File: src/hdl/encoder_counter_params.svh
// Offsets, field positions, reset values and timing counts of the counter.
// Assumes a 100 MHz pclk; included by the counter channel and the bench.
`ifndef ENCODER_COUNTER_PARAMS_SVH
`define ENCODER_COUNTER_PARAMS_SVH

`define EC_ADDR_CTRL     8'h00
`define EC_ADDR_INT_EN   8'h04
`define EC_ADDR_CMP      8'h08
`define EC_ADDR_LOAD     8'h0C
`define EC_ADDR_TIMING   8'h10
`define EC_ADDR_STATUS   8'h14
`define EC_ADDR_COUNT    8'h18
`define EC_ADDR_LATCH    8'h1C

`define EC_CTRL_RUN_EN   0
`define EC_CTRL_DO_EN    1
`define EC_CTRL_SET_DO   2
`define EC_CTRL_HW_EN    3
`define EC_CTRL_DIR_INV  4
`define EC_CTRL_EVAL_LO  5
`define EC_CTRL_OMODE_LO 8
`define EC_CTRL_FCNT_LO  10
`define EC_CTRL_FLAT_LO  13
`define EC_CTRL_STOP     16
`define EC_CTRL_RESET    32'h0000_4400

`define EC_TIM_HYST_LO   0
`define EC_TIM_PULSE_LO  16

`define EC_ST_GATE       0
`define EC_ST_PIN_GATE   1
`define EC_ST_LATCH      2
`define EC_ST_DO         3
`define EC_ST_CMP        4
`define EC_ST_OFLW       5
`define EC_ST_UFLW       6

`define EC_IRQ_HW_OPEN   0
`define EC_IRQ_HW_CLOSE  1
`define EC_IRQ_CMP       2
`define EC_IRQ_OFLW      3
`define EC_IRQ_UFLW      4

`define EC_CLK_NS        10
`define EC_F0_KHZ        60
`define EC_F1_KHZ        30
`define EC_F2_KHZ        10
`define EC_F3_KHZ        5
`define EC_F4_KHZ        2
`define EC_F5_KHZ        1
// Half period in cycles, rounded up: 1e6 ns / (2 * f_khz * clk_ns)
`define EC_HALF_CYC(f) ((500000 + (f) * `EC_CLK_NS - 1) / ((f) * `EC_CLK_NS))
`define EC_PULSE_UNIT_NS 1024000
`define EC_PULSE_UNIT_CYC (`EC_PULSE_UNIT_NS / `EC_CLK_NS)

`endif

File: src/hdl/encoder_counter_pkg.sv
// Types shared by the counter channel and its filter.
// Assumes encoder_counter_params.svh holds all numeric constants.
package encoder_counter_pkg;
  typedef enum logic [1:0] {
    EVAL_PULSE_DIR, EVAL_QUAD_X1, EVAL_QUAD_X2, EVAL_QUAD_X4
  } eval_mode_e;
  typedef enum logic [1:0] {
    OUT_NONE, OUT_GE, OUT_LE, OUT_PULSE
  } out_mode_e;
  typedef logic [15:0] filt_cnt_t;
endpackage

File: src/hdl/input_filter.sv
// Glitch filter: the output follows the input only after it held stable.
// Assumes din is already synchronised to pclk.
`timescale 1ns/100ps
module input_filter (
  input  wire logic                           pclk,    // System clock
  input  wire logic                           presetn, // Async reset
  input  wire logic                           din,     // Synced input
  input  wire encoder_counter_pkg::filt_cnt_t limit,   // Stable cycles
  output logic                                dout     // Filtered level
);
  encoder_counter_pkg::filt_cnt_t cnt;

  always_ff @(posedge pclk or negedge presetn) begin
    if (!presetn) begin
      cnt  <= 16'h0000;
      dout <= 1'b0;
    end else if (din == dout) begin
      cnt <= 16'h0000;
    end else if (cnt >= limit - 16'h0001) begin
      dout <= din;
      cnt  <= 16'h0000;
    end else begin
      cnt <= cnt + 16'h0001;
    end
  end

  a_filt_stable: assert property (@(posedge pclk) disable iff (!presetn)
    $changed(dout) |-> $past(cnt) >= $past(limit) - 16'h0001)
    else $error("filter output changed before the input was stable");
endmodule

File: src/hdl/encoder_counter_config.sv
// Incremental counter channel with APB registers, filters and comparator.
// Assumes asynchronous encoder, gate and latch pins; one 100 MHz clock.
//
// Behaviour
// - Comparator hysteresis 0..255 counts; 0 or 1 disables it.
// - Track A, B and hardware gate filtered at 60/30/10/5/2/1 kHz, 30 default.
// - Latch input filtered separately from the same set, 10 kHz default.
// - Evaluation: pulse/direction (default) or quadrature x1, x2, x4.
// - Hardware gating enabled ANDs hardware gate with software gate; off default.
// - Direction inversion flips the direction input; off by default.
// - Output and comparator flag follow mode: none, >=, <=, pulse; none default.
// - Pulse mode holds output for even setting 0..510 times 1.024 ms.
// - Optional interrupt when hardware gate opens while software gate open.
// - Optional interrupt when hardware gate closes while software gate open.
// - Optional interrupt on comparison match; none in no-comparison mode.
// - Optional interrupt on count overflow above upper limit; off default.
// - Optional interrupt on count underflow below lower limit; off default.
// - Software starts and stops counting and controls the digital output.
// - Count and latched value readable by software at any time.
// - Rising latch input copies current count into the latch register.
// - Hardware gate opens on rising input edge, closes on falling edge.
// - In >= and <= modes output holds while the relation is true.
// - Stop mode freezes and resumes count; cancel mode reloads on reopening.
`timescale 1ns/100ps
`include "encoder_counter_params.svh"
module encoder_counter_config #(
  parameter int filt_cyc_10k   = `EC_HALF_CYC(`EC_F2_KHZ),
  parameter int filt_cyc_5k    = `EC_HALF_CYC(`EC_F3_KHZ),
  parameter int filt_cyc_2k    = `EC_HALF_CYC(`EC_F4_KHZ),
  parameter int filt_cyc_1k    = `EC_HALF_CYC(`EC_F5_KHZ),
  parameter int pulse_unit_cyc = `EC_PULSE_UNIT_CYC
) (
  input  wire logic        pclk,         // System clock
  input  wire logic        presetn,      // Async reset, active low
  input  wire logic        psel,         // APB select
  input  wire logic        penable,      // APB access phase
  input  wire logic        pwrite,       // APB write
  input  wire logic [31:0] paddr,        // APB byte address
  input  wire logic [31:0] pwdata,       // APB write data
  output logic      [31:0] prdata,       // APB read data
  output logic             pready,       // APB ready
  output logic             pslverr,      // APB error
  input  wire logic        track_a,      // Track A / pulse pin
  input  wire logic        track_b,      // Track B / direction pin
  input  wire logic        hardware_gate_input, // Hardware gate pin
  input  wire logic        latch_in,     // Latch pin
  output logic             counter_do,   // Digital output
  output logic             irq_pulse,    // Hardware interrupt pulse
  output logic      [4:0]  irq_cause     // Source of irq_pulse
);
  logic [31:0] ctrl, int_en, cmp_val, load_val, timing;
  logic signed [31:0] count, latch_val;
  logic [3:0] sync1, sync2, filt, filt_q;
  logic       int_gate, int_gate_q, count_chg;
  logic       comparator_reached_flag, oflw_flag, uflw_flag;
  logic       cmp_out, cmp_out_q, armed;
  logic [8:0] pulse_left;
  logic [16:0] unit_div;
  logic       step_up, step_dn, q_up, q_dn, ovf_evt, ufl_evt, hit;
  logic       next_cmp_out;

  wire encoder_counter_pkg::eval_mode_e eval_mode =
    encoder_counter_pkg::eval_mode_e'(ctrl[`EC_CTRL_EVAL_LO +: 2]);
  wire encoder_counter_pkg::out_mode_e out_mode =
    encoder_counter_pkg::out_mode_e'(ctrl[`EC_CTRL_OMODE_LO +: 2]);
  wire        software_gate_bit = ctrl[`EC_CTRL_RUN_EN];
  wire        hw_en    = ctrl[`EC_CTRL_HW_EN];
  wire        dir_inv  = ctrl[`EC_CTRL_DIR_INV];
  wire        stop_mode = ctrl[`EC_CTRL_STOP];
  wire [7:0]  hyst     = timing[`EC_TIM_HYST_LO +: 8];
  wire [8:0]  pulse_dur = {timing[`EC_TIM_PULSE_LO + 1 +: 8], 1'b0};
  wire        wr_en = psel & penable & pready & pwrite;

  // Filter step select to stable-cycle count
  function automatic encoder_counter_pkg::filt_cnt_t lim(input logic [2:0] s);
    case (s)
      3'd0:    lim = 16'(`EC_HALF_CYC(`EC_F0_KHZ));
      3'd1:    lim = 16'(`EC_HALF_CYC(`EC_F1_KHZ));
      3'd2:    lim = 16'(filt_cyc_10k);
      3'd3:    lim = 16'(filt_cyc_5k);
      3'd4:    lim = 16'(filt_cyc_2k);
      default: lim = 16'(filt_cyc_1k);
    endcase
  endfunction

  // Pins: A, B, hardware gate, latch; two flops then filter
  wire [3:0] pins = {latch_in, hardware_gate_input, track_b, track_a};
  always_ff @(posedge pclk or negedge presetn) begin
    if (!presetn) begin
      sync1  <= 4'h0;
      sync2  <= 4'h0;
      filt_q <= 4'h0;
    end else begin
      sync1  <= pins;
      sync2  <= sync1;
      filt_q <= filt;
    end
  end

  genvar gi;
  generate
    for (gi = 0; gi < 4; gi++) begin : g_filt
      input_filter u_filt (
        .pclk    (pclk),
        .presetn (presetn),
        .din     (sync2[gi]),
        .limit   (gi == 3 ? lim(ctrl[`EC_CTRL_FLAT_LO +: 3])
                          : lim(ctrl[`EC_CTRL_FCNT_LO +: 3])),
        .dout    (filt[gi])
      );
    end
  endgenerate

  wire a_f = filt[0];
  wire b_f = filt[1];
  wire a_rise = filt[0] & ~filt_q[0];
  wire a_fall = ~filt[0] & filt_q[0];
  wire b_rise = filt[1] & ~filt_q[1];
  wire b_fall = ~filt[1] & filt_q[1];
  wire hw_open  = filt[2] & ~filt_q[2];
  wire hw_close = ~filt[2] & filt_q[2];
  wire latch_rise = filt[3] & ~filt_q[3];

  // Count step decode per evaluation mode
  always_comb begin
    q_up = 1'b0;
    q_dn = 1'b0;
    case (eval_mode)
      encoder_counter_pkg::EVAL_PULSE_DIR: begin
        q_up = a_rise & ~(b_f ^ dir_inv);
        q_dn = a_rise & (b_f ^ dir_inv);
      end
      encoder_counter_pkg::EVAL_QUAD_X1: begin
        q_up = a_rise & ~b_f;
        q_dn = a_fall & ~b_f;
      end
      encoder_counter_pkg::EVAL_QUAD_X2: begin
        q_up = (a_rise & ~b_f) | (a_fall & b_f);
        q_dn = (a_rise & b_f) | (a_fall & ~b_f);
      end
      default: begin
        q_up = (a_rise & ~b_f) | (a_fall & b_f) |
               (b_rise & a_f) | (b_fall & ~a_f);
        q_dn = (a_rise & b_f) | (a_fall & ~b_f) |
               (b_rise & ~a_f) | (b_fall & a_f);
      end
    endcase
    step_up = (eval_mode == encoder_counter_pkg::EVAL_PULSE_DIR) ? q_up :
              (dir_inv ? q_dn : q_up);
    step_dn = (eval_mode == encoder_counter_pkg::EVAL_PULSE_DIR) ? q_dn :
              (dir_inv ? q_up : q_dn);
  end

  wire gate_now  = software_gate_bit & (~hw_en | filt[2]);
  wire gate_rise = int_gate & ~int_gate_q;
  assign ovf_evt = int_gate & step_up & (count == 32'sh7FFF_FFFF);
  assign ufl_evt = int_gate & step_dn & (count == 32'sh8000_0000);

  always_ff @(posedge pclk or negedge presetn) begin
    if (!presetn) begin
      int_gate   <= 1'b0;
      int_gate_q <= 1'b0;
    end else begin
      int_gate   <= gate_now;
      int_gate_q <= int_gate;
    end
  end

  // Counter; stop mode keeps value, cancel mode reloads on reopening
  always_ff @(posedge pclk or negedge presetn) begin
    if (!presetn) begin
      count     <= 32'sh0000_0000;
      count_chg <= 1'b0;
    end else begin
      count_chg <= 1'b0;
      if (gate_rise && !stop_mode) begin
        count     <= signed'(load_val);
        count_chg <= 1'b1;
      end else if (int_gate && (step_up ^ step_dn)) begin
        count     <= step_up ? count + 32'sh0000_0001
                             : count - 32'sh0000_0001;
        count_chg <= 1'b1;
      end
    end
  end

  always_ff @(posedge pclk or negedge presetn) begin
    if (!presetn)
      latch_val <= 32'sh0000_0000;
    else if (latch_rise)
      latch_val <= count;
  end

  // Comparator with hysteresis band
  wire signed [33:0] c_ext = 34'(count);
  wire signed [33:0] v_ext = 34'(signed'(cmp_val));
  wire signed [33:0] h_ext = (hyst > 8'h01) ? 34'(hyst) : 34'sh0;
  assign hit = count_chg && (count == signed'(cmp_val)) && armed;

  always_comb begin
    next_cmp_out = 1'b0;
    case (out_mode)
      encoder_counter_pkg::OUT_GE:
        next_cmp_out = (c_ext >= v_ext) ? 1'b1 :
                       (c_ext < v_ext - h_ext) ? 1'b0 : cmp_out;
      encoder_counter_pkg::OUT_LE:
        next_cmp_out = (c_ext <= v_ext) ? 1'b1 :
                       (c_ext > v_ext + h_ext) ? 1'b0 : cmp_out;
      encoder_counter_pkg::OUT_PULSE:
        next_cmp_out = (pulse_dur == 9'h000) ? (c_ext == v_ext)
                                             : (pulse_left != 9'h000);
      default: next_cmp_out = 1'b0;
    endcase
  end

  always_ff @(posedge pclk or negedge presetn) begin
    if (!presetn) begin
      cmp_out   <= 1'b0;
      cmp_out_q <= 1'b0;
      armed     <= 1'b1;
    end else begin
      cmp_out   <= next_cmp_out;
      cmp_out_q <= cmp_out;
      if (hit)
        armed <= 1'b0;
      else if (c_ext < v_ext - h_ext || c_ext > v_ext + h_ext)
        armed <= 1'b1;
    end
  end

  // Pulse length timer in 1.024 ms units
  always_ff @(posedge pclk or negedge presetn) begin
    if (!presetn) begin
      pulse_left <= 9'h000;
      unit_div   <= 17'h0_0000;
    end else if (hit && out_mode == encoder_counter_pkg::OUT_PULSE) begin
      pulse_left <= pulse_dur;
      unit_div   <= 17'h0_0000;
    end else if (pulse_left != 9'h000) begin
      if (unit_div == 17'(pulse_unit_cyc - 1)) begin
        unit_div   <= 17'h0_0000;
        pulse_left <= pulse_left - 9'h001;
      end else begin
        unit_div <= unit_div + 17'h0_0001;
      end
    end
  end

  wire cmp_event = cmp_out & ~cmp_out_q & (out_mode != encoder_counter_pkg::OUT_NONE);

  always_ff @(posedge pclk or negedge presetn) begin
    if (!presetn)
      counter_do <= 1'b0;
    else if (out_mode == encoder_counter_pkg::OUT_NONE)
      counter_do <= ctrl[`EC_CTRL_SET_DO];
    else
      counter_do <= ctrl[`EC_CTRL_DO_EN] & cmp_out;
  end

  // Interrupt events
  always_ff @(posedge pclk or negedge presetn) begin
    if (!presetn) begin
      irq_pulse <= 1'b0;
      irq_cause <= 5'h00;
    end else begin
      irq_cause[`EC_IRQ_HW_OPEN]  <= int_en[`EC_IRQ_HW_OPEN] & hw_open
                                     & software_gate_bit;
      irq_cause[`EC_IRQ_HW_CLOSE] <= int_en[`EC_IRQ_HW_CLOSE] & hw_close
                                     & software_gate_bit;
      irq_cause[`EC_IRQ_CMP]  <= int_en[`EC_IRQ_CMP] & cmp_event;
      irq_cause[`EC_IRQ_OFLW] <= int_en[`EC_IRQ_OFLW] & ovf_evt;
      irq_cause[`EC_IRQ_UFLW] <= int_en[`EC_IRQ_UFLW] & ufl_evt;
      irq_pulse <= |(int_en[4:0] & {ufl_evt, ovf_evt, cmp_event,
                   hw_close & software_gate_bit, hw_open & software_gate_bit});
    end
  end

  // Sticky status; a new event beats a clear in the same cycle
  wire st_clr = wr_en && paddr[7:0] == `EC_ADDR_STATUS;
  always_ff @(posedge pclk or negedge presetn) begin
    if (!presetn) begin
      comparator_reached_flag <= 1'b0;
      oflw_flag <= 1'b0;
      uflw_flag <= 1'b0;
    end else begin
      comparator_reached_flag <= cmp_event | (comparator_reached_flag &
                                 ~(st_clr & pwdata[`EC_ST_CMP]));
      oflw_flag <= ovf_evt | (oflw_flag & ~(st_clr & pwdata[`EC_ST_OFLW]));
      uflw_flag <= ufl_evt | (uflw_flag & ~(st_clr & pwdata[`EC_ST_UFLW]));
    end
  end

  // APB slave: one wait state, error on unmapped address
  wire mapped = (paddr[31:5] == 27'h000_0000) && (paddr[1:0] == 2'b00);
  always_ff @(posedge pclk or negedge presetn) begin
    if (!presetn) begin
      pready  <= 1'b0;
      pslverr <= 1'b0;
      prdata  <= 32'h0000_0000;
    end else begin
      pready  <= psel & penable & ~pready;
      pslverr <= psel & penable & ~pready & ~mapped;
      prdata  <= 32'h0000_0000;
      if (psel && penable && !pready && !pwrite && mapped) begin
        case (paddr[7:0])
          `EC_ADDR_CTRL:   prdata <= ctrl;
          `EC_ADDR_INT_EN: prdata <= int_en;
          `EC_ADDR_CMP:    prdata <= cmp_val;
          `EC_ADDR_LOAD:   prdata <= load_val;
          `EC_ADDR_TIMING: prdata <= timing;
          `EC_ADDR_STATUS: prdata <= {25'h000_0000, uflw_flag, oflw_flag,
                                      comparator_reached_flag, counter_do,
                                      filt[3], filt[2], int_gate};
          `EC_ADDR_COUNT:  prdata <= count;
          default:         prdata <= latch_val;
        endcase
      end
    end
  end

  always_ff @(posedge pclk or negedge presetn) begin
    if (!presetn) begin
      ctrl     <= `EC_CTRL_RESET;
      int_en   <= 32'h0000_0000;
      cmp_val  <= 32'h0000_0000;
      load_val <= 32'h0000_0000;
      timing   <= 32'h0000_0000;
    end else if (wr_en && mapped) begin
      case (paddr[7:0])
        `EC_ADDR_CTRL:   ctrl     <= {15'h0000, pwdata[16:0]};
        `EC_ADDR_INT_EN: int_en   <= {27'h000_0000, pwdata[4:0]};
        `EC_ADDR_CMP:    cmp_val  <= pwdata;
        `EC_ADDR_LOAD:   load_val <= pwdata;
        `EC_ADDR_TIMING: timing   <= {7'h00, pwdata[24:17], 1'b0, 8'h00,
                                      pwdata[7:0]};
        default: ;
      endcase
    end
  end

  a_gate_form: assert property (@(posedge pclk) disable iff (!presetn)
    ##1 int_gate == ($past(software_gate_bit) & (~$past(hw_en) | $past(filt[2]))))
    else $error("internal gate does not follow software and hardware gate");
  a_latch_take: assert property (@(posedge pclk) disable iff (!presetn)
    latch_rise |=> latch_val == $past(count))
    else $error("latch did not capture the count");
  a_cancel_load: assert property (@(posedge pclk) disable iff (!presetn)
    gate_rise && !stop_mode |=> count == signed'($past(load_val)))
    else $error("cancel mode did not reload");
  a_closed_hold: assert property (@(posedge pclk) disable iff (!presetn)
    !int_gate |=> count == $past(count))
    else $error("count moved while gate closed");
  a_ovf_wrap: assert property (@(posedge pclk) disable iff (!presetn)
    ovf_evt |=> count == 32'sh8000_0000 ##1 oflw_flag)
    else $error("overflow did not wrap or flag");
  a_dir_up: assert property (@(posedge pclk) disable iff (!presetn)
    eval_mode == encoder_counter_pkg::EVAL_PULSE_DIR && int_gate && !gate_rise
    && a_rise && !(b_f ^ dir_inv) && !ovf_evt |=> count == $past(count) + 1)
    else $error("pulse did not count up");
  a_ge_level: assert property (@(posedge pclk) disable iff (!presetn)
    out_mode == encoder_counter_pkg::OUT_GE && c_ext >= v_ext |=> cmp_out)
    else $error("at-or-above output not set");
  a_none_out: assert property (@(posedge pclk) disable iff (!presetn)
    out_mode == encoder_counter_pkg::OUT_NONE |=> !cmp_out && !irq_cause[2])
    else $error("comparator active with no comparison");
  a_pulse_start: assert property (@(posedge pclk) disable iff (!presetn)
    hit && out_mode == encoder_counter_pkg::OUT_PULSE && pulse_dur != 9'h000
    |=> pulse_left == $past(pulse_dur) ##1 cmp_out)
    else $error("pulse did not start on reaching the value");

  c_latch:   cover property (@(posedge pclk) disable iff (!presetn) latch_rise);
  c_ovf:     cover property (@(posedge pclk) disable iff (!presetn) ovf_evt);
  c_cmp_irq: cover property (@(posedge pclk) disable iff (!presetn)
    irq_pulse && irq_cause[2]);
endmodule

File: config.mk
export PLATFORM = sky130hd
export DESIGN_NAME = encoder_counter_config
export DESIGN_NICKNAME = d
export VERILOG_FILES = /design/src/hdl/encoder_counter_pkg.sv /design/src/hdl/input_filter.sv /design/src/hdl/encoder_counter_config.sv
export VERILOG_INCLUDE_DIRS = /design/src /design/src/hdl
export SDC_FILE = /design/constraint.sdc
export NUM_CORES = 1
export LEC_CHECK = 0
export BUFFER_PORTS_ARGS = -buffer_cell sky130_fd_sc_hd__clkbuf_2
export CAP_MARGIN = 20
export CORE_MARGIN = 10
export CORE_UTILIZATION = 50
export DETAILED_ROUTE_END_ITERATION = 12
export GPL_TIMING_DRIVEN = 1
export HOLD_SLACK_MARGIN = 0.08
export MAX_ROUTING_LAYER = met4
export PLACE_DENSITY = 0.78
export SKIP_CTS_REPAIR_TIMING = 1
export SLEW_MARGIN = 40
export SYNTH_ARGS = -nofsm -noshare
export SYNTH_HDL_FRONTEND = slang
export SYNTH_HIERARCHICAL = 1
export SYNTH_SLANG_ARGS = --single-unit
File: constraint.sdc
create_clock -name pclk -period 13.2 [get_ports pclk]
set_clock_uncertainty 0.1 [all_clocks]
set_input_delay 0.66 -clock pclk [delete_from_list [all_inputs] [get_ports pclk]]
set_output_delay 0.66 -clock pclk [all_outputs]
set_load 0.02 [all_outputs]
-- Word-level counts from Yosys, hierarchy flattened
Cells that the tools add are included.
- eq/ne operators: 30
- $lt $le $gt $ge: 9
- add/subtract/negate cells: 12
- multiplexer cells: 39
- reduce and logical (&&, ||, !) cells: 42
- bitwise gates (word level): 79
- operator list (kind ; count):
    $pmux 32 s7 ; 1
    $pmux 16 s5 ; 2
    $mux 16 ; 8
    $mux 32 ; 4
    $add 16x1->16 const B ; 4
    $eq 32x32->1 ; 2
    $eq 32x32->1 const B ; 2
    $ge 16x16->1 ; 4
    $mux 17 ; 3
    $and 1x1->1 ; 46
    $add 32x9->33 ; 1
    $gt 32x33->1 ; 1
    $lt 32x33->1 ; 1
    $sub 32x9->33 ; 1
    $add 32x2->32 const B ; 1
    $ge 32x32->1 ; 1
    $le 32x32->1 ; 1
    $sub 16x1->16 const B ; 2
    $sub 32x2->32 const B ; 1
    $logic_not 27->1 ; 1
    $mux 9 ; 3
    $eq 8x5->1 const B ; 3
    $reduce_and 2->1 ; 11
    $not 1->1 ; 20
    29 further kinds ; 87
- output and inout port bits: 41
- input port bits: 73
- logic and storage cells: 246
- register bits: 322

-- Logic depth before layout (Yosys ltp)
- depth after elaboration: 13
- gate-level depth with buffers: 27
- gate-level depth less buffers: 26

-- Modules after synthesis
Netlist, hierarchy kept.
- modules (own cells, without submodules) (module ; cells each ; times used ; area each (um2)):
    encoder_counter_config ; 1729 ; 1 ; 16453.3
    input_filter at g_filt[0].u_filt ... ; 153 ; 3 ; 1425.1
    input_filter at g_filt[3].u_filt ; 153 ; 1 ; 1442.6

-- Worst setup path before layout
Ideal clock, no wire load.
- path kind: reg-to-reg
- from: register timing[7]
- to: register cmp_out
- period minus slack after synthesis: 4844 ps
- required time: 13013 ps
- library setup time: 87 ps
- path slack: 8356 ps
- arrival time: 4657 ps
- buffers on the path: 0
- stages on the path, launching flop included: 27
- path through: dfrtp_1 > nor3_1 > a21boi_0 > ha_1 > inv_1 > fa_1 > o21bai_1 > a21o_1 > a21oi_1 > o21bai_1 > a21oi_1 > nor2_1 > o21a_1 > and2_1 > nand3_1 > xnor2_1 > ha_1 > a21o_1 > a21o_1 > a211o_1 > a21o_1 > a21oi_1 > o22ai_1 > nor4b_1 > o22ai_1 > or3_1 > o211ai_1
- cells in the longest elaborated chain, start to end: 6
- elaborated cells on any way between the ends: 9
- ends and longest elaborated chain (element ; RTL line ; source):
    start: declaration ; encoder_counter_config.sv:51 ; logic [31:0] ctrl, int_en, cmp_val, load_val, timing;
    start signal: assignment ; encoder_counter_config.sv:334 ; `EC_ADDR_TIMING: timing <= {7'h00, pwdata[24:17], 1'b0, 8'h00,
    $gt 8x1->1 ; encoder_counter_config.sv:197 ; wire signed [33:0] h_ext = (hyst > 8'h01) ? 34'(hyst) : 34'sh0;
    $mux 8 (*) ; encoder_counter_config.sv:197 ;
    $add 32x9->33 / $sub 32x9->33 (equally long branches) ; encoder_counter_config.sv:208, encoder_counter_config.sv:205 ;
    $gt 32x33->1 / $lt 32x33->1 (equally long branches) ; encoder_counter_config.sv:208, encoder_counter_config.sv:205 ;
    $ne 3x3->1 (no line) ; n/a ;
    $reduce_and 2->1 (no line) (*) ; n/a ;
    end signal: assignment ; encoder_counter_config.sv:222 ; cmp_out <= next_cmp_out;
    end: declaration ; encoder_counter_config.sv:56 ; logic cmp_out, cmp_out_q, armed;
Mark *: on every way between the ends. The rest lies on a longest branch, timed or not.
A chain may end at the register's enable or synchronous reset.

-- Final worst setup path
- from: register timing[5]
- to: register cmp_out
The elaborated chain is that of the path after synthesis.

==> results.txt <==
----------------------------------------------------
[Drt]
  Drt first-iter violations ... between 1,000 and 1,500
  Sum of routed wire length over all layers ... a little under 60,000 um
  Number of iterations in the first detailed-routing pass ... 8
  Total DRC errors in the routed layout ... 0
  Via-to-Cell Ratio ... ~6
  Antenna-violating nets left ... 0
  Routed WL per cell ... around 19 um
  Count of vias placed by the detailed router ... 18,239

[STA]
  Fmax ... between 0.15 and 0.2 GHz
  Setup TNS ... 0 ns
  Final setup fails ... 0
  Worst-Margin Slew ... 0.8158 ns
  Min Hold Slack ... 0.1188 ns
  Time the final worst path needs with I/O delays and setup ... approximately 5.7 ns
  RSZ-0062 raised after global routing ... false
  Final count of pins violating max slew ... 0
  Max-slew headroom ... 45.61%
  Crit share post-route ... 43.12%
  Hold Vio Cnt, Final ... 0

[Run status]
  Outcome ... finished, final reports clean

[GRT]
  Antenna violations before repair ... 5
  Tot GR Track Use ... about 23%
  Global-route wire length before repair ... between 90,000 and 100,000 um
  Vias in the first global route ... 18,627
  Pin count of the biggest net entering global routing ... 136
  Congestion Overflow GR ... 0

[Yosys]
  Post-synthesis sequential area ratio ... 36.36%
  Area of the mapped netlist ... between 20,000 and 25,000 um2
  Parity-gate share of the synthesized area counting xor and xnor cells ... between 8 and 9%
  Simple-gate share of the synthesized area ... between 10% and 20%
  Largest family of logic cells by synthesized area ... simple AND/OR/NAND/NOR gates
  Synthesized area per cell ... about 9.5 um2
  Post-synth top flop ... sky130_fd_sc_hd__dfrtp_1
  FFs w/ async S/R, synth ... 100.0%
  Synth warn ... 6
  Most frequently used cell type in the post-synthesis netlist ... sky130_fd_sc_hd__dfrtp_1
  Leading post-synthesis cells by cell area ... sky130_fd_sc_hd__dfrtp_1 36%, sky130_fd_sc_hd__ha_1 12%, sky130_fd_sc_hd__xnor2_1 5.5%
  FF+latch count, synth ... approximately 320
  Top cells by instance count after synthesis ... 319 x sky130_fd_sc_hd__dfrtp_1, 217 x sky130_fd_sc_hd__ha_1, 206 x sky130_fd_sc_hd__nand2_1
  Post-synth top area cell ... sky130_fd_sc_hd__dfrtp_1
  Unique masters post-synth ... 97
  Adder-cell share of the synthesized area ... 12.56%
  Number of enable flip-flop cells after synthesis ... 0
  Fraction of synthesized cell area taken by the top area cell type ... between 30% and 40%
  Mapped Cells ... approximately 2,300
  Compound-cell area share of the yosys netlist ... between 10 and 15%
  Share of synthesized area spent on multiplexers ... 6.456%

[Power]
  Static power due to leakage ... 12.17 nW
  IR Drop Worst-Case VDD ... approximately 0.094 mV
  Cell Pwr Density ... ~87 nW/um2

[Worst setup path]
  WP data required ... approximately 14 ns
  FF-to-FF Start ... timing[5]
  Startpoint type of the worst setup path ... flip-flop
  Launching element of the worst setup path ... timing[5]
  Worst Setup Path Type ... flip-flop to flip-flop
  Maximum fanout along the worst path ... 6
  Crit path capture ... cmp_out
  Critical Path AT ... ~6 ns
  Reg-to-reg slack, setup ... between 7 and 8 ns
  FF-to-FF End ... cmp_out
  Kind of capture point of the worst setup path ... flip-flop
  Depth of the worst register-to-register path ... 26

[Min path]
  Hold Path Depth ... 1
  Path type of the worst min-delay path ... input port to flip-flop
  Start point of the worst hold path ... track_a

[Floorplanning]
  Horiz. Die Dim ... ~230 um
  Die Ht ... between 200 and 250 um
  Die Area ... 53,160 um2
  Std-Cell Rows ... 77
  Area inside the core boundary ... between 40,000 and 50,000 um2
  Top-level I/O count ... 114
  Initial standard-cell utilization of the core ... 50.36%

[Final layout]
  P&R area growth vs syn ... 11.64%
  Ratio of cells with drive above 1 in the final layout ... between 10% and 20%
  Final #Nets ... 2,755
  Layout fillers ... between 3,000 and 4,000

[Place]
  DP HPWL ... around 44,000 um
  Routability cong. ... ~0.96
  Port buffer count ... 113

[Clock network]
  Clock network latency to the later pin of the worst-skew pair ... about 0.57 ns
  Number of buffers between clock root and the deepest sink ... 3
  TritonCTS clock tree ... done
  Clk sinks ... between 300 and 400
  Number of buffers created by CTS ... 37
  Clock Pin Slew Worst Setup and Hold Paths ... roughly 0.06 ns
  Root buffer selected by CTS ... sky130_fd_sc_hd__clkbuf_16
  Total number of H-tree levels ... 2

[Job]
  Maximum Capacitance Violations ... 0

----------------------------------------------------
-- routing by layer --
| metal | vias to the layer above | track usage (%) | wire length (um) |
|---|---|---|---|
| met2 | 521 | 37.59 | 28640 |
| li1 | 8677 | - | - |
| met3 | 99 | 3.814 | 3558 |
| met4 | 0 | 7.338 | 1490 |
| met5 | - | - | 0 |
| met1 | 8942 | 27.91 | 25270 |
-- stage by stage --
| stage | std cells | cell area (um2) | total power [mW] | util [%] | setup slack, ns |
|---|---|---|---|---|---|
| floorplan | 2374 | 22300 | 1.045 | - | 8.356 |
| global placement | 3013 | 23380 | 1.086 | 53.11 | 7.534 |
| detailed placement | 3014 | 23450 | 1.091 | 53.25 | 7.542 |
| CTS | 3079 | 24710 | 2.179 | 56.13 | 7.522 |
| global route | 3085 | 24750 | 2.228 | 56.22 | 6.893 |
| finish | 3085 | 24750 | 2.156 | 56.22 | 7.508 |
-- worst min path at each step --
| stage | to | slack, ns |
|---|---|---|
| floorplan | sync2[0] | 0.23 |
| global route | sync1[1] | 0.11 |
| CTS | unit_div[14] | -0.09 |
| global placement | sync2[2] | 0.23 |
| finish | sync1[0] | 0.12 |
| detailed placement | sync2[1] | 0.24 |
-- critical path: stages, from the launching register on --
cell and delay (ns):
sky130_fd_sc_hd__dfrtp_1 0.43, sky130_fd_sc_hd__nor3_1 0.10, sky130_fd_sc_hd__a21boi_0 0.29, sky130_fd_sc_hd__ha_1 0.24, sky130_fd_sc_hd__inv_1 0.06, sky130_fd_sc_hd__fa_1 0.39
sky130_fd_sc_hd__o21bai_1 0.15, sky130_fd_sc_hd__a21o_1 0.17, sky130_fd_sc_hd__a21oi_1 0.09, sky130_fd_sc_hd__o21bai_1 0.20, sky130_fd_sc_hd__a21oi_1 0.10, sky130_fd_sc_hd__nor2_1 0.14
sky130_fd_sc_hd__o21a_1 0.38, sky130_fd_sc_hd__and2_1 0.27, sky130_fd_sc_hd__nand3_1 0.11, sky130_fd_sc_hd__xnor2_1 0.15, sky130_fd_sc_hd__ha_1 0.31, sky130_fd_sc_hd__a21o_1 0.19
sky130_fd_sc_hd__a21o_1 0.17, sky130_fd_sc_hd__a211o_1 0.28, sky130_fd_sc_hd__a21o_1 0.17, sky130_fd_sc_hd__a21oi_1 0.15, sky130_fd_sc_hd__o22ai_1 0.10, sky130_fd_sc_hd__nor4b_1 0.25
sky130_fd_sc_hd__o22ai_1 0.16, sky130_fd_sc_hd__or3_1 0.37, sky130_fd_sc_hd__o211ai_1 0.11
-- cell type report --
class | count | area [um2] | share of cell area, %
Multi-Input combinational cell | 1878 | 13580 | 54.87
Sequential cell | 322 | 8061 | 32.57
Clock buffer | 46 | 999.7 | 4.039
Tap cell | 592 | 740.7 | 2.992
Timing Repair Buffer | 129 | 738.2 | 2.982
Inverter | 94 | 352.8 | 1.425
Clock inverter | 19 | 266.5 | 1.077
Antenna cell | 5 | 12.51 | 0.05055
-- cells by family (layout without fill, tap and decap cells) --
family                   after synthesis  in the layout
other                                  1             39
flip-flops                           322            322
adder cells (fa/ha/maj)              221            221
buffers and inverters                174            288
AND/OR/NAND/NOR                      808            808
XOR/XNOR                             211            211
AO/OA/AOI/OAI                        474            474
multiplexers                         130            130
-- cell usage in the layout, fill, tap and decap left out, drive strengths merged, types with 25 or more instances in the layout --
cell type and count:
o21ai 133, mux2 104, and3 34, inv 93
nor3 58, ha 217, nor2b 26, a222oi 25
nand4 53, mux2i 26, clkbuf 158, nand3 74
nand2 206, conb 34, a21o 66, nor2 209
xor2 73, xnor2 138, dfrtp 319, nor4 42
a21oi 130
-- power by group --
group / switching (mW) / leakage (nW) / internal, mW
combinational: 0.0501 / 7.25 / 0.0248
clock: 0.426 / 0.625 / 0.658
sequential: 0.00523 / 4.29 / 0.992
total: 0.481 / 12.2 / 1.67
-- registers in the layout, summed over array words and instances (netlist names), 5 cells and up --
register,flops
g_filt.u_filt/cnt,64
cmp_val,32
count,32
latch_val,32
load_val,32
prdata,32
ctrl,17
unit_div,17
timing,16
pulse_left,9
int_en,5
irq_cause,5
Note: power is estimated with default switching activity, not from simulation.
